--- src/design/rx_mode_pkg.sv ---
// Register map, field layout and reset values for the receiver mode and detect bank
package rx_mode_pkg;
  localparam logic [11:0] ADDR_SYNC_WINDOW = 12'h128;
  localparam logic [11:0] ADDR_SYNC_PHASE = 12'h129;
  localparam logic [11:0] ADDR_SYNC_COUNT = 12'h12a;
  localparam logic [11:0] ADDR_APP_MODE = 12'h200;
  localparam logic [11:0] ADDR_DECIMATION = 12'h201;
  localparam logic [11:0] ADDR_OFFSET_TRIM = 12'h228;
  localparam logic [11:0] ADDR_FLAG_CONTROL = 12'h245;
  localparam logic [11:0] ADDR_UPPER_LOW = 12'h247;
  localparam logic [11:0] ADDR_UPPER_HIGH = 12'h248;

  localparam logic [7:0] RESET_APP_MODE = 8'h07;
  localparam logic [7:0] RESET_DECIMATION = 8'h00;
  localparam logic [7:0] RESET_OFFSET_TRIM = 8'h00;
  localparam logic [7:0] RESET_FLAG_CONTROL = 8'h00;
  localparam logic [7:0] RESET_UPPER_LOW = 8'h00;
  localparam logic [7:0] RESET_UPPER_HIGH = 8'h00;

  // Field positions
  localparam int QIGNORE_BIT = 5;
  localparam int FORCE_PINS_BIT = 3;
  localparam int FORCE_VALUE_BIT = 2;
  localparam int FLAG_ENABLE_BIT = 0;

  // Writable masks: reserved bits read as zero
  localparam logic [7:0] MASK_APP_MODE = 8'h2f;
  localparam logic [7:0] MASK_DECIMATION = 8'h07;
  localparam logic [7:0] MASK_FLAG_CONTROL = 8'h0d;
  localparam logic [7:0] MASK_UPPER_HIGH = 8'h1f;

  // Operating mode codes
  localparam logic [3:0] MODE_ONE_CHANNEL = 4'h1;
  localparam logic [3:0] MODE_TWO_CHANNELS = 4'h2;
  localparam logic [3:0] MODE_FOUR_CHANNELS = 4'h3;
  localparam logic [3:0] MODE_REQUANTIZER = 4'h7;
  localparam logic [3:0] MODE_RANGE_MONITOR = 4'h8;

  localparam logic [7:0] RESET_COUNT = 8'h00;
  localparam logic [3:0] RESET_PHASE = 4'h0;
endpackage

--- src/design/threshold_flag_channel.sv ---
// One channel of threshold flag generation with software forcing
`timescale 1ns/1ps
module threshold_flag_channel #(
  parameter int SAMPLE_W = 14
) (
  input wire logic clk,
  input wire logic srst,
  input wire logic [SAMPLE_W-1:0] sample,
  input wire logic [12:0] upperThreshold,
  input wire logic flagEnable,
  input wire logic forcePins,
  input wire logic forceValue,
  output logic flagPin
);
  logic next_flagPin;
  logic [SAMPLE_W-1:0] magnitude;

  // Magnitude of signed sample, the 13 bits below its top bit compared with threshold
  always_comb begin
    magnitude = sample[SAMPLE_W-1] ? SAMPLE_W'(-sample) : sample;
    if (forcePins) begin
      next_flagPin = forceValue; // see R6
    end else if (flagEnable) begin
      next_flagPin = (magnitude[SAMPLE_W-2 -: 13] > upperThreshold);
    end else begin
      next_flagPin = 1'b0;
    end
  end

  // Registered so the pin never glitches
  always_ff @(posedge clk) begin
    if (srst) begin
      flagPin <= 1'b0;
    end else begin
      flagPin <= next_flagPin;
    end
  end
endmodule

--- src/design/receiver_mode_and_detect_regs.sv ---
// Register bank for sync capture status, mode, decimation, offset and threshold flags
//
// What this block does
// Count captured sync events in an 8-bit read-only counter, plus one each.
// Report 4-bit divider phase at capture, half input clock per step.
// Decode 4-bit operating mode: channels 1/2/4, requantizer (reset), range monitor.
// Quadrature-ignore bit drops the quadrature output, leaving in-phase only.
// Add signed 8-bit offset trim to output samples, range +127 to -128.
// Force bit clear: flags from detection; set: flags from software value.
// While forcing, force-value bit drives both channels' flag pins.
// Decode 3-bit decimation: 000 by 1, 001 by 2, 010 by 4, 011 by 8.
`timescale 1ns/1ps
module receiver_mode_and_detect_regs #(
  parameter int SAMPLE_W = 14
) (
  input wire logic clk,
  input wire logic srst,
  input wire logic [11:0] regAddr,
  input wire logic [7:0] regWrData,
  input wire logic regWrite,
  input wire logic regRead,
  output logic [7:0] regRdData,
  input wire logic syncCaptured,
  input wire logic [3:0] syncPhase,
  input wire logic [7:0] syncWindow,
  input wire logic [SAMPLE_W-1:0] sampleA,
  input wire logic [SAMPLE_W-1:0] sampleB,
  output logic [SAMPLE_W-1:0] trimmedA,
  output logic [SAMPLE_W-1:0] trimmedB,
  output logic [3:0] channelEnable,
  output logic requantizerEnable,
  output logic rangeMonitorEnable,
  output logic quadratureEnable,
  output logic [3:0] decimationFactor,
  output logic flagPinA,
  output logic flagPinB
);
  // ------------------------------------------------------------
  // Helpers
  // ------------------------------------------------------------
  // Saturating add of the signed trim; wrapping would flip full scale
  function automatic logic [SAMPLE_W-1:0] addTrim(input logic [SAMPLE_W-1:0] s,
                                                  input logic [7:0] t);
    logic signed [SAMPLE_W:0] sum;
    logic signed [SAMPLE_W:0] maxV;
    logic signed [SAMPLE_W:0] minV;
    maxV = (SAMPLE_W+1)'((1 << (SAMPLE_W-1)) - 1);
    minV = -maxV - (SAMPLE_W+1)'(1);
    sum = $signed({s[SAMPLE_W-1], s}) + (SAMPLE_W+1)'($signed(t));
    if (sum > maxV) begin
      addTrim = maxV[SAMPLE_W-1:0];
    end else if (sum < minV) begin
      addTrim = minV[SAMPLE_W-1:0];
    end else begin
      addTrim = sum[SAMPLE_W-1:0];
    end
  endfunction

  // ------------------------------------------------------------
  // Configuration registers
  // ------------------------------------------------------------
  logic [7:0] applicationMode, next_applicationMode;
  logic [7:0] decimationSelect, next_decimationSelect;
  logic [7:0] offsetTrim, next_offsetTrim;
  logic [7:0] flagControl, next_flagControl;
  logic [7:0] upperLow, next_upperLow;
  logic [7:0] upperHigh, next_upperHigh;

  // Writes land masked so reserved bits always read zero
  always_comb begin
    next_applicationMode = applicationMode;
    next_decimationSelect = decimationSelect;
    next_offsetTrim = offsetTrim;
    next_flagControl = flagControl;
    next_upperLow = upperLow;
    next_upperHigh = upperHigh;
    if (regWrite) begin
      case (regAddr)
        rx_mode_pkg::ADDR_APP_MODE: begin
          next_applicationMode = regWrData & rx_mode_pkg::MASK_APP_MODE;
        end
        rx_mode_pkg::ADDR_DECIMATION: begin
          next_decimationSelect = regWrData & rx_mode_pkg::MASK_DECIMATION;
        end
        rx_mode_pkg::ADDR_OFFSET_TRIM: begin
          next_offsetTrim = regWrData;
        end
        rx_mode_pkg::ADDR_FLAG_CONTROL: begin
          next_flagControl = regWrData & rx_mode_pkg::MASK_FLAG_CONTROL;
        end
        rx_mode_pkg::ADDR_UPPER_LOW: begin
          next_upperLow = regWrData;
        end
        rx_mode_pkg::ADDR_UPPER_HIGH: begin
          next_upperHigh = regWrData & rx_mode_pkg::MASK_UPPER_HIGH;
        end
        default: begin
          next_upperLow = upperLow;
        end
      endcase
    end
  end

  always_ff @(posedge clk) begin
    if (srst) begin
      applicationMode <= rx_mode_pkg::RESET_APP_MODE;
      decimationSelect <= rx_mode_pkg::RESET_DECIMATION;
      offsetTrim <= rx_mode_pkg::RESET_OFFSET_TRIM;
      flagControl <= rx_mode_pkg::RESET_FLAG_CONTROL;
      upperLow <= rx_mode_pkg::RESET_UPPER_LOW;
      upperHigh <= rx_mode_pkg::RESET_UPPER_HIGH;
    end else begin
      applicationMode <= next_applicationMode;
      decimationSelect <= next_decimationSelect;
      offsetTrim <= next_offsetTrim;
      flagControl <= next_flagControl;
      upperLow <= next_upperLow;
      upperHigh <= next_upperHigh;
    end
  end

  // ------------------------------------------------------------
  // Sync capture status
  // ------------------------------------------------------------
  logic [7:0] syncCount, next_syncCount;
  logic [3:0] capturedPhase, next_capturedPhase;

  // Counter wraps at 255; phase held until the next capture
  always_comb begin
    next_syncCount = syncCount;
    next_capturedPhase = capturedPhase;
    if (syncCaptured) begin
      next_syncCount = syncCount + 8'h01;
      next_capturedPhase = syncPhase;
    end
  end

  always_ff @(posedge clk) begin
    if (srst) begin
      syncCount <= rx_mode_pkg::RESET_COUNT;
      capturedPhase <= rx_mode_pkg::RESET_PHASE;
    end else begin
      syncCount <= next_syncCount;
      capturedPhase <= next_capturedPhase;
    end
  end

  // ------------------------------------------------------------
  // Read port: data one cycle after the strobe
  // ------------------------------------------------------------
  logic [7:0] next_regRdData;

  // Unmapped addresses read zero
  always_comb begin
    next_regRdData = 8'h00;
    if (regRead) begin
      case (regAddr)
        rx_mode_pkg::ADDR_SYNC_WINDOW: begin
          next_regRdData = syncWindow;
        end
        rx_mode_pkg::ADDR_SYNC_PHASE: begin
          next_regRdData = {4'h0, capturedPhase};
        end
        rx_mode_pkg::ADDR_SYNC_COUNT: begin
          next_regRdData = syncCount;
        end
        rx_mode_pkg::ADDR_APP_MODE: begin
          next_regRdData = applicationMode;
        end
        rx_mode_pkg::ADDR_DECIMATION: begin
          next_regRdData = decimationSelect;
        end
        rx_mode_pkg::ADDR_OFFSET_TRIM: begin
          next_regRdData = offsetTrim;
        end
        rx_mode_pkg::ADDR_FLAG_CONTROL: begin
          next_regRdData = flagControl;
        end
        rx_mode_pkg::ADDR_UPPER_LOW: begin
          next_regRdData = upperLow;
        end
        rx_mode_pkg::ADDR_UPPER_HIGH: begin
          next_regRdData = upperHigh;
        end
        default: begin
          next_regRdData = 8'h00;
        end
      endcase
    end
  end

  always_ff @(posedge clk) begin
    if (srst) begin
      regRdData <= 8'h00;
    end else begin
      regRdData <= next_regRdData;
    end
  end

  // ------------------------------------------------------------
  // Mode, decimation and datapath outputs
  // ------------------------------------------------------------
  logic [3:0] next_channelEnable;
  logic next_requantizerEnable;
  logic next_rangeMonitorEnable;
  logic next_quadratureEnable;
  logic [3:0] next_decimationFactor;
  logic [SAMPLE_W-1:0] next_trimmedA;
  logic [SAMPLE_W-1:0] next_trimmedB;

  // Unlisted mode codes switch channel, requantizer and range monitor paths off rather than guess
  always_comb begin
    next_channelEnable = 4'h0;
    next_requantizerEnable = 1'b0;
    next_rangeMonitorEnable = 1'b0;
    case (applicationMode[3:0])
      rx_mode_pkg::MODE_ONE_CHANNEL: begin
        next_channelEnable = 4'h1;
      end
      rx_mode_pkg::MODE_TWO_CHANNELS: begin
        next_channelEnable = 4'h3;
      end
      rx_mode_pkg::MODE_FOUR_CHANNELS: begin
        next_channelEnable = 4'hf;
      end
      rx_mode_pkg::MODE_REQUANTIZER: begin
        next_requantizerEnable = 1'b1;
      end
      rx_mode_pkg::MODE_RANGE_MONITOR: begin
        next_rangeMonitorEnable = 1'b1;
      end
      default: begin
        next_channelEnable = 4'h0;
      end
    endcase
    next_quadratureEnable = ~applicationMode[rx_mode_pkg::QIGNORE_BIT];
    case (decimationSelect[2:0])
      3'h0: begin
        next_decimationFactor = 4'h1;
      end
      3'h1: begin
        next_decimationFactor = 4'h2;
      end
      3'h2: begin
        next_decimationFactor = 4'h4;
      end
      3'h3: begin
        next_decimationFactor = 4'h8;
      end
      default: begin
        next_decimationFactor = 4'h1;
      end
    endcase
    next_trimmedA = addTrim(sampleA, offsetTrim);
    next_trimmedB = addTrim(sampleB, offsetTrim);
  end

  always_ff @(posedge clk) begin
    if (srst) begin
      channelEnable <= 4'h0;
      requantizerEnable <= 1'b0;
      rangeMonitorEnable <= 1'b0;
      quadratureEnable <= 1'b0;
      decimationFactor <= 4'h0;
      trimmedA <= '0;
      trimmedB <= '0;
    end else begin
      channelEnable <= next_channelEnable;
      requantizerEnable <= next_requantizerEnable;
      rangeMonitorEnable <= next_rangeMonitorEnable;
      quadratureEnable <= next_quadratureEnable;
      decimationFactor <= next_decimationFactor;
      trimmedA <= next_trimmedA;
      trimmedB <= next_trimmedB;
    end
  end

  // ------------------------------------------------------------
  // Threshold flag pins, one instance per channel
  // ------------------------------------------------------------
  logic [12:0] upperThreshold;
  assign upperThreshold = {upperHigh[4:0], upperLow};

  threshold_flag_channel #(.SAMPLE_W(SAMPLE_W)) flagA (
    .clk(clk),
    .srst(srst),
    .sample(sampleA),
    .upperThreshold(upperThreshold),
    .flagEnable(flagControl[rx_mode_pkg::FLAG_ENABLE_BIT]),
    .forcePins(flagControl[rx_mode_pkg::FORCE_PINS_BIT]),
    .forceValue(flagControl[rx_mode_pkg::FORCE_VALUE_BIT]),
    .flagPin(flagPinA)
  );

  threshold_flag_channel #(.SAMPLE_W(SAMPLE_W)) flagB (
    .clk(clk),
    .srst(srst),
    .sample(sampleB),
    .upperThreshold(upperThreshold),
    .flagEnable(flagControl[rx_mode_pkg::FLAG_ENABLE_BIT]),
    .forcePins(flagControl[rx_mode_pkg::FORCE_PINS_BIT]),
    .forceValue(flagControl[rx_mode_pkg::FORCE_VALUE_BIT]),
    .flagPin(flagPinB)
  );
endmodule

--- config.mk ---
export PLATFORM = sky130hd
export DESIGN_NAME = receiver_mode_and_detect_regs
export DESIGN_NICKNAME = d
export VERILOG_FILES = /design/src/design/rx_mode_pkg.sv /design/src/design/threshold_flag_channel.sv /design/src/design/receiver_mode_and_detect_regs.sv
export SDC_FILE = /design/constraint.sdc
export NUM_CORES = 1
export LEC_CHECK = 0
export BUFFER_PORTS_ARGS = -buffer_cell sky130_fd_sc_hd__buf_4
export CORE_AREA = 5 5 148 150
export DETAILED_ROUTE_END_ITERATION = 6
export DIE_AREA = 0 0 153 155
export SLEW_MARGIN = 40
export SYNTH_ARGS = -nofsm -noshare
export SYNTH_HDL_FRONTEND = slang
export SYNTH_SLANG_ARGS = --single-unit
--- constraint.sdc ---
create_clock -name clk -period 3.9 [get_ports clk]
set_input_delay 0.975 -clock clk [delete_from_list [all_inputs] [get_ports clk]]
set_output_delay 0.975 -clock clk [all_outputs]
set_load 0.02 [all_outputs]
**After elaboration in Yosys (flattened, before gate mapping)**

Index checks and enable logic that the tools add are counted.

- Bits in registers: 93
- Input port bits: 65
- Logic and storage cells: 74

- $add $sub $neg: 5
- Magnitude comparators: 6
- Equal/unequal tests: 17
- Multiplexer cells: 15
- Bitwise operators: 2
- Reduce and logical (&&, ||, !) cells: 9

Operators with widths:

| cell | count |
|---|---|
| 12-bit by 10-bit equality test with 1-bit output, second input constant | 6 |
| 8-bit case mux with 9 select lines | 1 |
| 13-bit 2-to-1 mux | 4 |
| 12-bit by 9-bit equality test with 1-bit output, second input constant | 3 |
| 14-bit by 8-bit adder with 15-bit output | 2 |
| 15-bit by 14-bit > comparator with 1-bit output, second input constant | 2 |
| 15-bit by 14-bit less-than comparator with 1-bit output, second input constant | 2 |
| 14-bit 2-to-1 mux | 2 |
| 13-bit > comparator | 2 |
| 13-bit negation | 2 |
| 4-bit case mux with 3 select lines | 2 |
| 2-bit AND reduction | 6 |
| 8-bit by 1-bit adder with 8-bit output, second input constant | 1 |
| 4-bit by 2-bit equality test with 1-bit output, second input constant | 2 |
| 3-bit by 2-bit equality test with 1-bit output, second input constant | 2 |
| 1-bit 2-to-1 mux | 6 |
| 2-bit OR reduction | 3 |
| 4-bit by 1-bit equality test with 1-bit output, second input constant | 1 |
| 4-bit by 3-bit equality test with 1-bit output, second input constant | 1 |
| 4-bit equality test, second input constant | 1 |
| 3-bit by 1-bit equality test with 1-bit output, second input constant | 1 |
| 1-bit NOT | 2 |

**Depth between registers and ports, before layout**

- Depth after elaboration: 5
- Gate-level depth with buffers: 13
- Depth with buffers taken out: 13

**Modules after synthesis**

From an unflattened synthesis, not the netlist that was laid out.

- Cells, all modules: 763
- Area total of the unflattened synthesis: 6398.6 µm²

Modules (own cells, without submodules):

| module | times used | cells an instance | area an instance (µm²) |
|---|---|---|---|
| receiver_mode_and_detect_regs | 1 | 590 | 5099.9 |
| threshold_flag_channel (flagB) | 1 | 86 | 658.1 |
| threshold_flag_channel (flagA) | 1 | 87 | 640.6 |

**Worst setup path after synthesis**

Ideal clock, no wire load.

- Path type: in2reg
- From: in sampleA[0]
- To: reg flagA.flagPin
- Library setup time: 132 ps
- Arrival time: 3080 ps
- Setup slack: 688 ps
- Stages: 12
- Cells stage by stage: inv_1 ha_1 nand2_1 or3_1 o31ai_1 xnor2_1 ha_1 and4_1 nand2_1 or4_1 nand3_1 a21oi_1

- Cells in the longest elaborated chain, start to end: 5

Ends and longest elaborated chain:

| what | line | RTL |
|---|---|---|
| start, declared | receiver_mode_and_detect_regs.sv:26 | `input wire logic [SAMPLE_W-1:0] sampleA,` |
| 13-bit negation | threshold_flag_channel.sv:20 | `magnitude = sample[SAMPLE_W-1] ? SAMPLE_W'(-sample) : sample;` |
| 13-bit 2-to-1 mux * | threshold_flag_channel.sv:20 |  |
| 13-bit > comparator * | threshold_flag_channel.sv:24 | `next_flagPin = (magnitude[SAMPLE_W-2 -: 13] > upperThreshold);` |
| 1-bit 2-to-1 mux * | threshold_flag_channel.sv:23 | `end else if (flagEnable) begin` |
| 1-bit 2-to-1 mux * | threshold_flag_channel.sv:21 | `if (forcePins) begin` |
| end signal, assigned | threshold_flag_channel.sv:35 | `flagPin <= next_flagPin;` |
| end, declared | threshold_flag_channel.sv:13 | `output logic flagPin` |

Every way passes the cells marked *; elsewhere a longest branch is shown, timed or not.
A chain may end at the register's enable or synchronous reset.

**Worst setup path after layout**

Same ends and word-level chain as after synthesis.

==> results.md <==
- Top library cells by usage in the layout, fill and taps aside: sky130_fd_sc_hd__buf_4 (118), sky130_fd_sc_hd__dfxtp_1 (92), sky130_fd_sc_hd__nand2_1 (78)
- Fraction of final layout cells sized beyond drive strength 1: 18.8%
- Total standard cell area after synthesis: 0.00604 mm2
- Total core area: 0.0206 mm2
- Summed negative setup slack over all endpoints: 0 ns
- Share of the synthesized area in compound gates (AO/OA/AOI/OAI): 21.0%
- Largest stage delay, worst path: 0.50 ns
- Kind of launch point of the worst setup path: input pin
- Total of hold buffers inserted after clock tree synthesis: 0
- RSZ-0062 raised after global routing: no
- Flip-flop and latch count after synthesis: 92
- Maximum clock rate: 314 MHz
- Die area: 0.0237 mm2
- Fillers: 2160
- Worst slew pin tran: 0.591 ns
- Power Internal: 1.72 mW
- Number of standard cells after synthesis: 718
- Post-synthesis sequential area ratio: 30.5%
- Global placement routability congestion: 0.868
- Most common cell after layout, fill and taps aside: sky130_fd_sc_hd__buf_4
- RR Startpoint: offsetTrim[7]$_SDFFE_PP0P_
- Hold WS: 0.487 ns
- Share of power burned in registers: 42.0%
- Number of vias after detailed routing: 5452
- Final nets: 937
- Vias in the first global route: 5209
- Number of setup violations in the final report: 0
- Slack of the worst reg-to-reg path: 1.04 ns
- Slowest library cell on the worst path: sky130_fd_sc_hd__or4_1
- Largest delay share family, worst path: simple AND/OR/NAND/NOR gates
- Parity-gate share of the synthesized area counting xor and xnor cells: 6.79%
- Residual DRC: 0
- GRT Resource Usage Total: 14.6%
- Die height: 155 um
- Worst-case clock buffer depth: 2
- Post-route non-filler standard cell count: 1093
- Worst-case reg-to-reg path depth: 7
- Critical path fanouts, max: 4
- Setup clock skew after layout: 0.00867 ns
- Cell chosen for the clock root: sky130_fd_sc_hd__clkbuf_16
- Simple-gate share of the synthesized area: 20.8%
- Post-synth cell types: 69
- Post-DRT Antenna Nets: 0
- Avg Vias per Cell: 4.99
- I/O pins: 114
- Asr flop ratio synth: 0%
- Wire length of the first global-routing pass: 28.0 mm
- Clock share of power: 41.4%
- Number of synthesized flops with an enable pin: 0
- Max-capacitance violation count: 0
- Pwr/cell area: 312 mW/mm2
- Number of cells on the worst hold path: 2
- Critical path start-end classification: input pin to flop
- Combinational family with the most area after synthesis: compound AO/OA/AOI/OAI gates
- Critical path, cell by cell: buf_4 > inv_1 > ha_1 > nand2_1 > or3_1 > o31ai_1 > xnor2_1 > ha_1 > and4_1 > nand2_1 > or4_1 > nand3_1 > a21oi_1
- VDD IR-drop max: 0.198 mV
- Synthesized netlist net count: 842
- Start point of the worst min-delay path: upperLow[3]$_SDFFE_PP0P_
- Fraction of the cycle the final worst path needs: 81.7%
- Worst Setup End Kind: flop
- Post-CTS resize count: 0
- Commonest register cell after synthesis: sky130_fd_sc_hd__dfxtp_1
- WHS Endpoint: upperLow[3]$_SDFFE_PP0P_
- DR pass1 iterations: 5
- Overflow left after global routing: 0
- Final HPWL DP: 13.8 mm
- Layout Area Growth over Synthesis: 23.1%
- Syn. warnings: 0
- Combinational share of power: 16.6%
- Sinks on the clock net: 92
- Routed length per instance: 16.2 um
- Maximum number of pins on one net before global-route repair: 46
- Violation count after the first detailed-routing iteration: 369
- TritonCTS clock tree: done
- Num CTS Buffers: 9
- Clock latency reported for the late side of the worst-skew pair: 0.35 ns
- Worst min-delay path category: flop to flop
- Post-CTS setup repair buffer count: 0
- Effective utilization at floorplan: 29.4%
- Dpl cells: 1077
- Count of endpoints failing hold in the final timing report: 0
- Mean cell area of the mapped netlist: 8.42 um2
- Number of buffer cells added on primary ports: 113
- Buffer and inverter count on the worst path: 2
- Die W: 153 um
- Post-synthesis adder-cell area fraction: 12.5%
- Clk slew on worst S/H paths: 0.07 ns
- Worst reg2reg endpoint: trimmedB[1]$_SDFF_PP0_
- Total wire length: 17.7 mm
- Portion of netlist area occupied by mux cells: 4.51%
- Minimum clock period after layout: 3.19 ns
- Leakage Power: 3.09 nW
- Antenna Cells: 0
- Data required time at the worst endpoint: 4.12 ns
- Sw Share: 25.9%
- Antenna violations before repair: 0
- Final max-slew violation count: 0
- Result of the run: finished, final reports clean
- Headroom to the max-slew limit: 60.5%
- FP Rows: 53
- Switching power: 0.603 mW
- Arrival time of the worst setup path: 3.40 ns
- Number of levels in the clock H-tree: 3
per-stage QoR:
| step | power [mW] | cell area (um2) | util [%] | setup slack (ns) |
|---|---|---|---|---|
| after global placement | 1.38 | 7110 | 34.6 | 0.400 |
| final | 2.32 | 7440 | 36.2 | 0.713 |
| after floorplan | 1.23 | 6040 | - | 0.688 |
| after detailed placement | 1.38 | 7110 | 34.6 | 0.389 |
| after CTS | 2.35 | 7440 | 36.2 | 0.750 |
| after global routing | 2.43 | 7440 | 36.2 | 0.465 |
worst max-delay path by stage:
stage / startpoint / to / depth (start not counted)
finish: sampleA[0] / flagA.flagPin$_SDFF_PP0_ / 13
global route: sampleB[0] / trimmedB[6]$_SDFF_PP0_ / 10
CTS: sampleA[0] / flagA.flagPin$_SDFF_PP0_ / 13
detailed placement: sampleB[4] / flagB.flagPin$_SDFF_PP0_ / 12
global placement: sampleB[4] / flagB.flagPin$_SDFF_PP0_ / 12
floorplan: sampleA[0] / flagA.flagPin$_SDFF_PP0_ / 12
flip-flops by register name (all words and copies together), names as in the netlist, 3 cells and up:
name	cells
decimationFactor	4
flagControl	3
regRdData	8
upperHigh	5
syncCount	8
channelEnable	3
decimationSelect	3
trimmedA	14
offsetTrim	8
capturedPhase	4
trimmedB	14
upperLow	8
applicationMode	5
power by group through the flow:
stage	Clock (mW)	Sequential [mW]	Combinational, mW
6_report	0.962	0.977	0.385
5_1_grt	1.02	0.979	0.430
4_1_cts	0.986	0.977	0.387
3_5_place_dp	0	0.997	0.384
3_3_place_gp	0	0.999	0.382
2_1_floorplan	0	1.03	0.201
final cells by class:
type	instances	area, um2	share of cell area (%)
Clock inverter	5	83.8	1.13
Clock buffer	11	243	3.26
Sequential cell	92	1840	24.8
Timing Repair Buffer	118	886	11.9
Inverter	22	82.6	1.11
Tap cell	275	344	4.63
Multi-Input combinational cell	570	3960	53.2
synthesized netlist by cell type (7+ instances only):
library cell | n | share of area, %
sky130_fd_sc_hd__dfxtp_1 | 92 | 30
sky130_fd_sc_hd__nand2_1 | 78 | 4.8
sky130_fd_sc_hd__a21oi_1 | 73 | 6.0
sky130_fd_sc_hd__nor2_1 | 59 | 3.7
sky130_fd_sc_hd__ha_1 | 57 | 12
sky130_fd_sc_hd__xnor2_1 | 34 | 4.9
sky130_fd_sc_hd__o21ai_0 | 33 | 2.7
sky130_fd_sc_hd__nand3_1 | 30 | 2.5
sky130_fd_sc_hd__mux2i_1 | 25 | 4.1
sky130_fd_sc_hd__inv_1 | 22 | 1.4
sky130_fd_sc_hd__clkbuf_1 | 18 | 1.1
sky130_fd_sc_hd__nor2b_1 | 13 | 1.3
sky130_fd_sc_hd__o31ai_1 | 11 | 1.4
sky130_fd_sc_hd__xor2_1 | 11 | 1.6
sky130_fd_sc_hd__a221oi_1 | 10 | 1.4
sky130_fd_sc_hd__and3_1 | 9 | 0.93
sky130_fd_sc_hd__nand2b_1 | 9 | 0.93
sky130_fd_sc_hd__a22o_1 | 8 | 1.2
sky130_fd_sc_hd__buf_2 | 8 | 0.66
sky130_fd_sc_hd__a21o_1 | 7 | 0.87
sky130_fd_sc_hd__nand4_1 | 7 | 0.72
sky130_fd_sc_hd__or3_1 | 7 | 0.72
worst reg2reg max path, stage by stage (launching register included):
cell	delay, ns
sky130_fd_sc_hd__dfxtp_1	0.70
sky130_fd_sc_hd__ha_1	0.45
sky130_fd_sc_hd__a21o_1	0.20
sky130_fd_sc_hd__a2111oi_0	0.49
sky130_fd_sc_hd__o21ai_0	0.21
sky130_fd_sc_hd__and2_1	0.21
sky130_fd_sc_hd__nand2_1	0.33
sky130_fd_sc_hd__a21oi_1	0.14
layer usage:
layer	GRT usage (%)	vias up	share of wire [%]	wire length, um
met1	19.7	2529	47	8330
li1	-	2780	-	-
met4	3.82	0	1.4	249
met3	3.64	15	5.3	940
met5	0	-	0	0
met2	23.6	128	46	8140
cell families (layout without fill, tap and decap cells):
group                      Yosys count  after routing
AOI/OAI and AO/OA                  189            189
xor gates and xnor gates            46             46
adders and majority gates           59             59
buffers and inverters               56            156
DFF                                 92             92
muxes                               27             27
and+or+nand+nor                    249            249
Note: power is estimated with default switching activity, not from simulation.
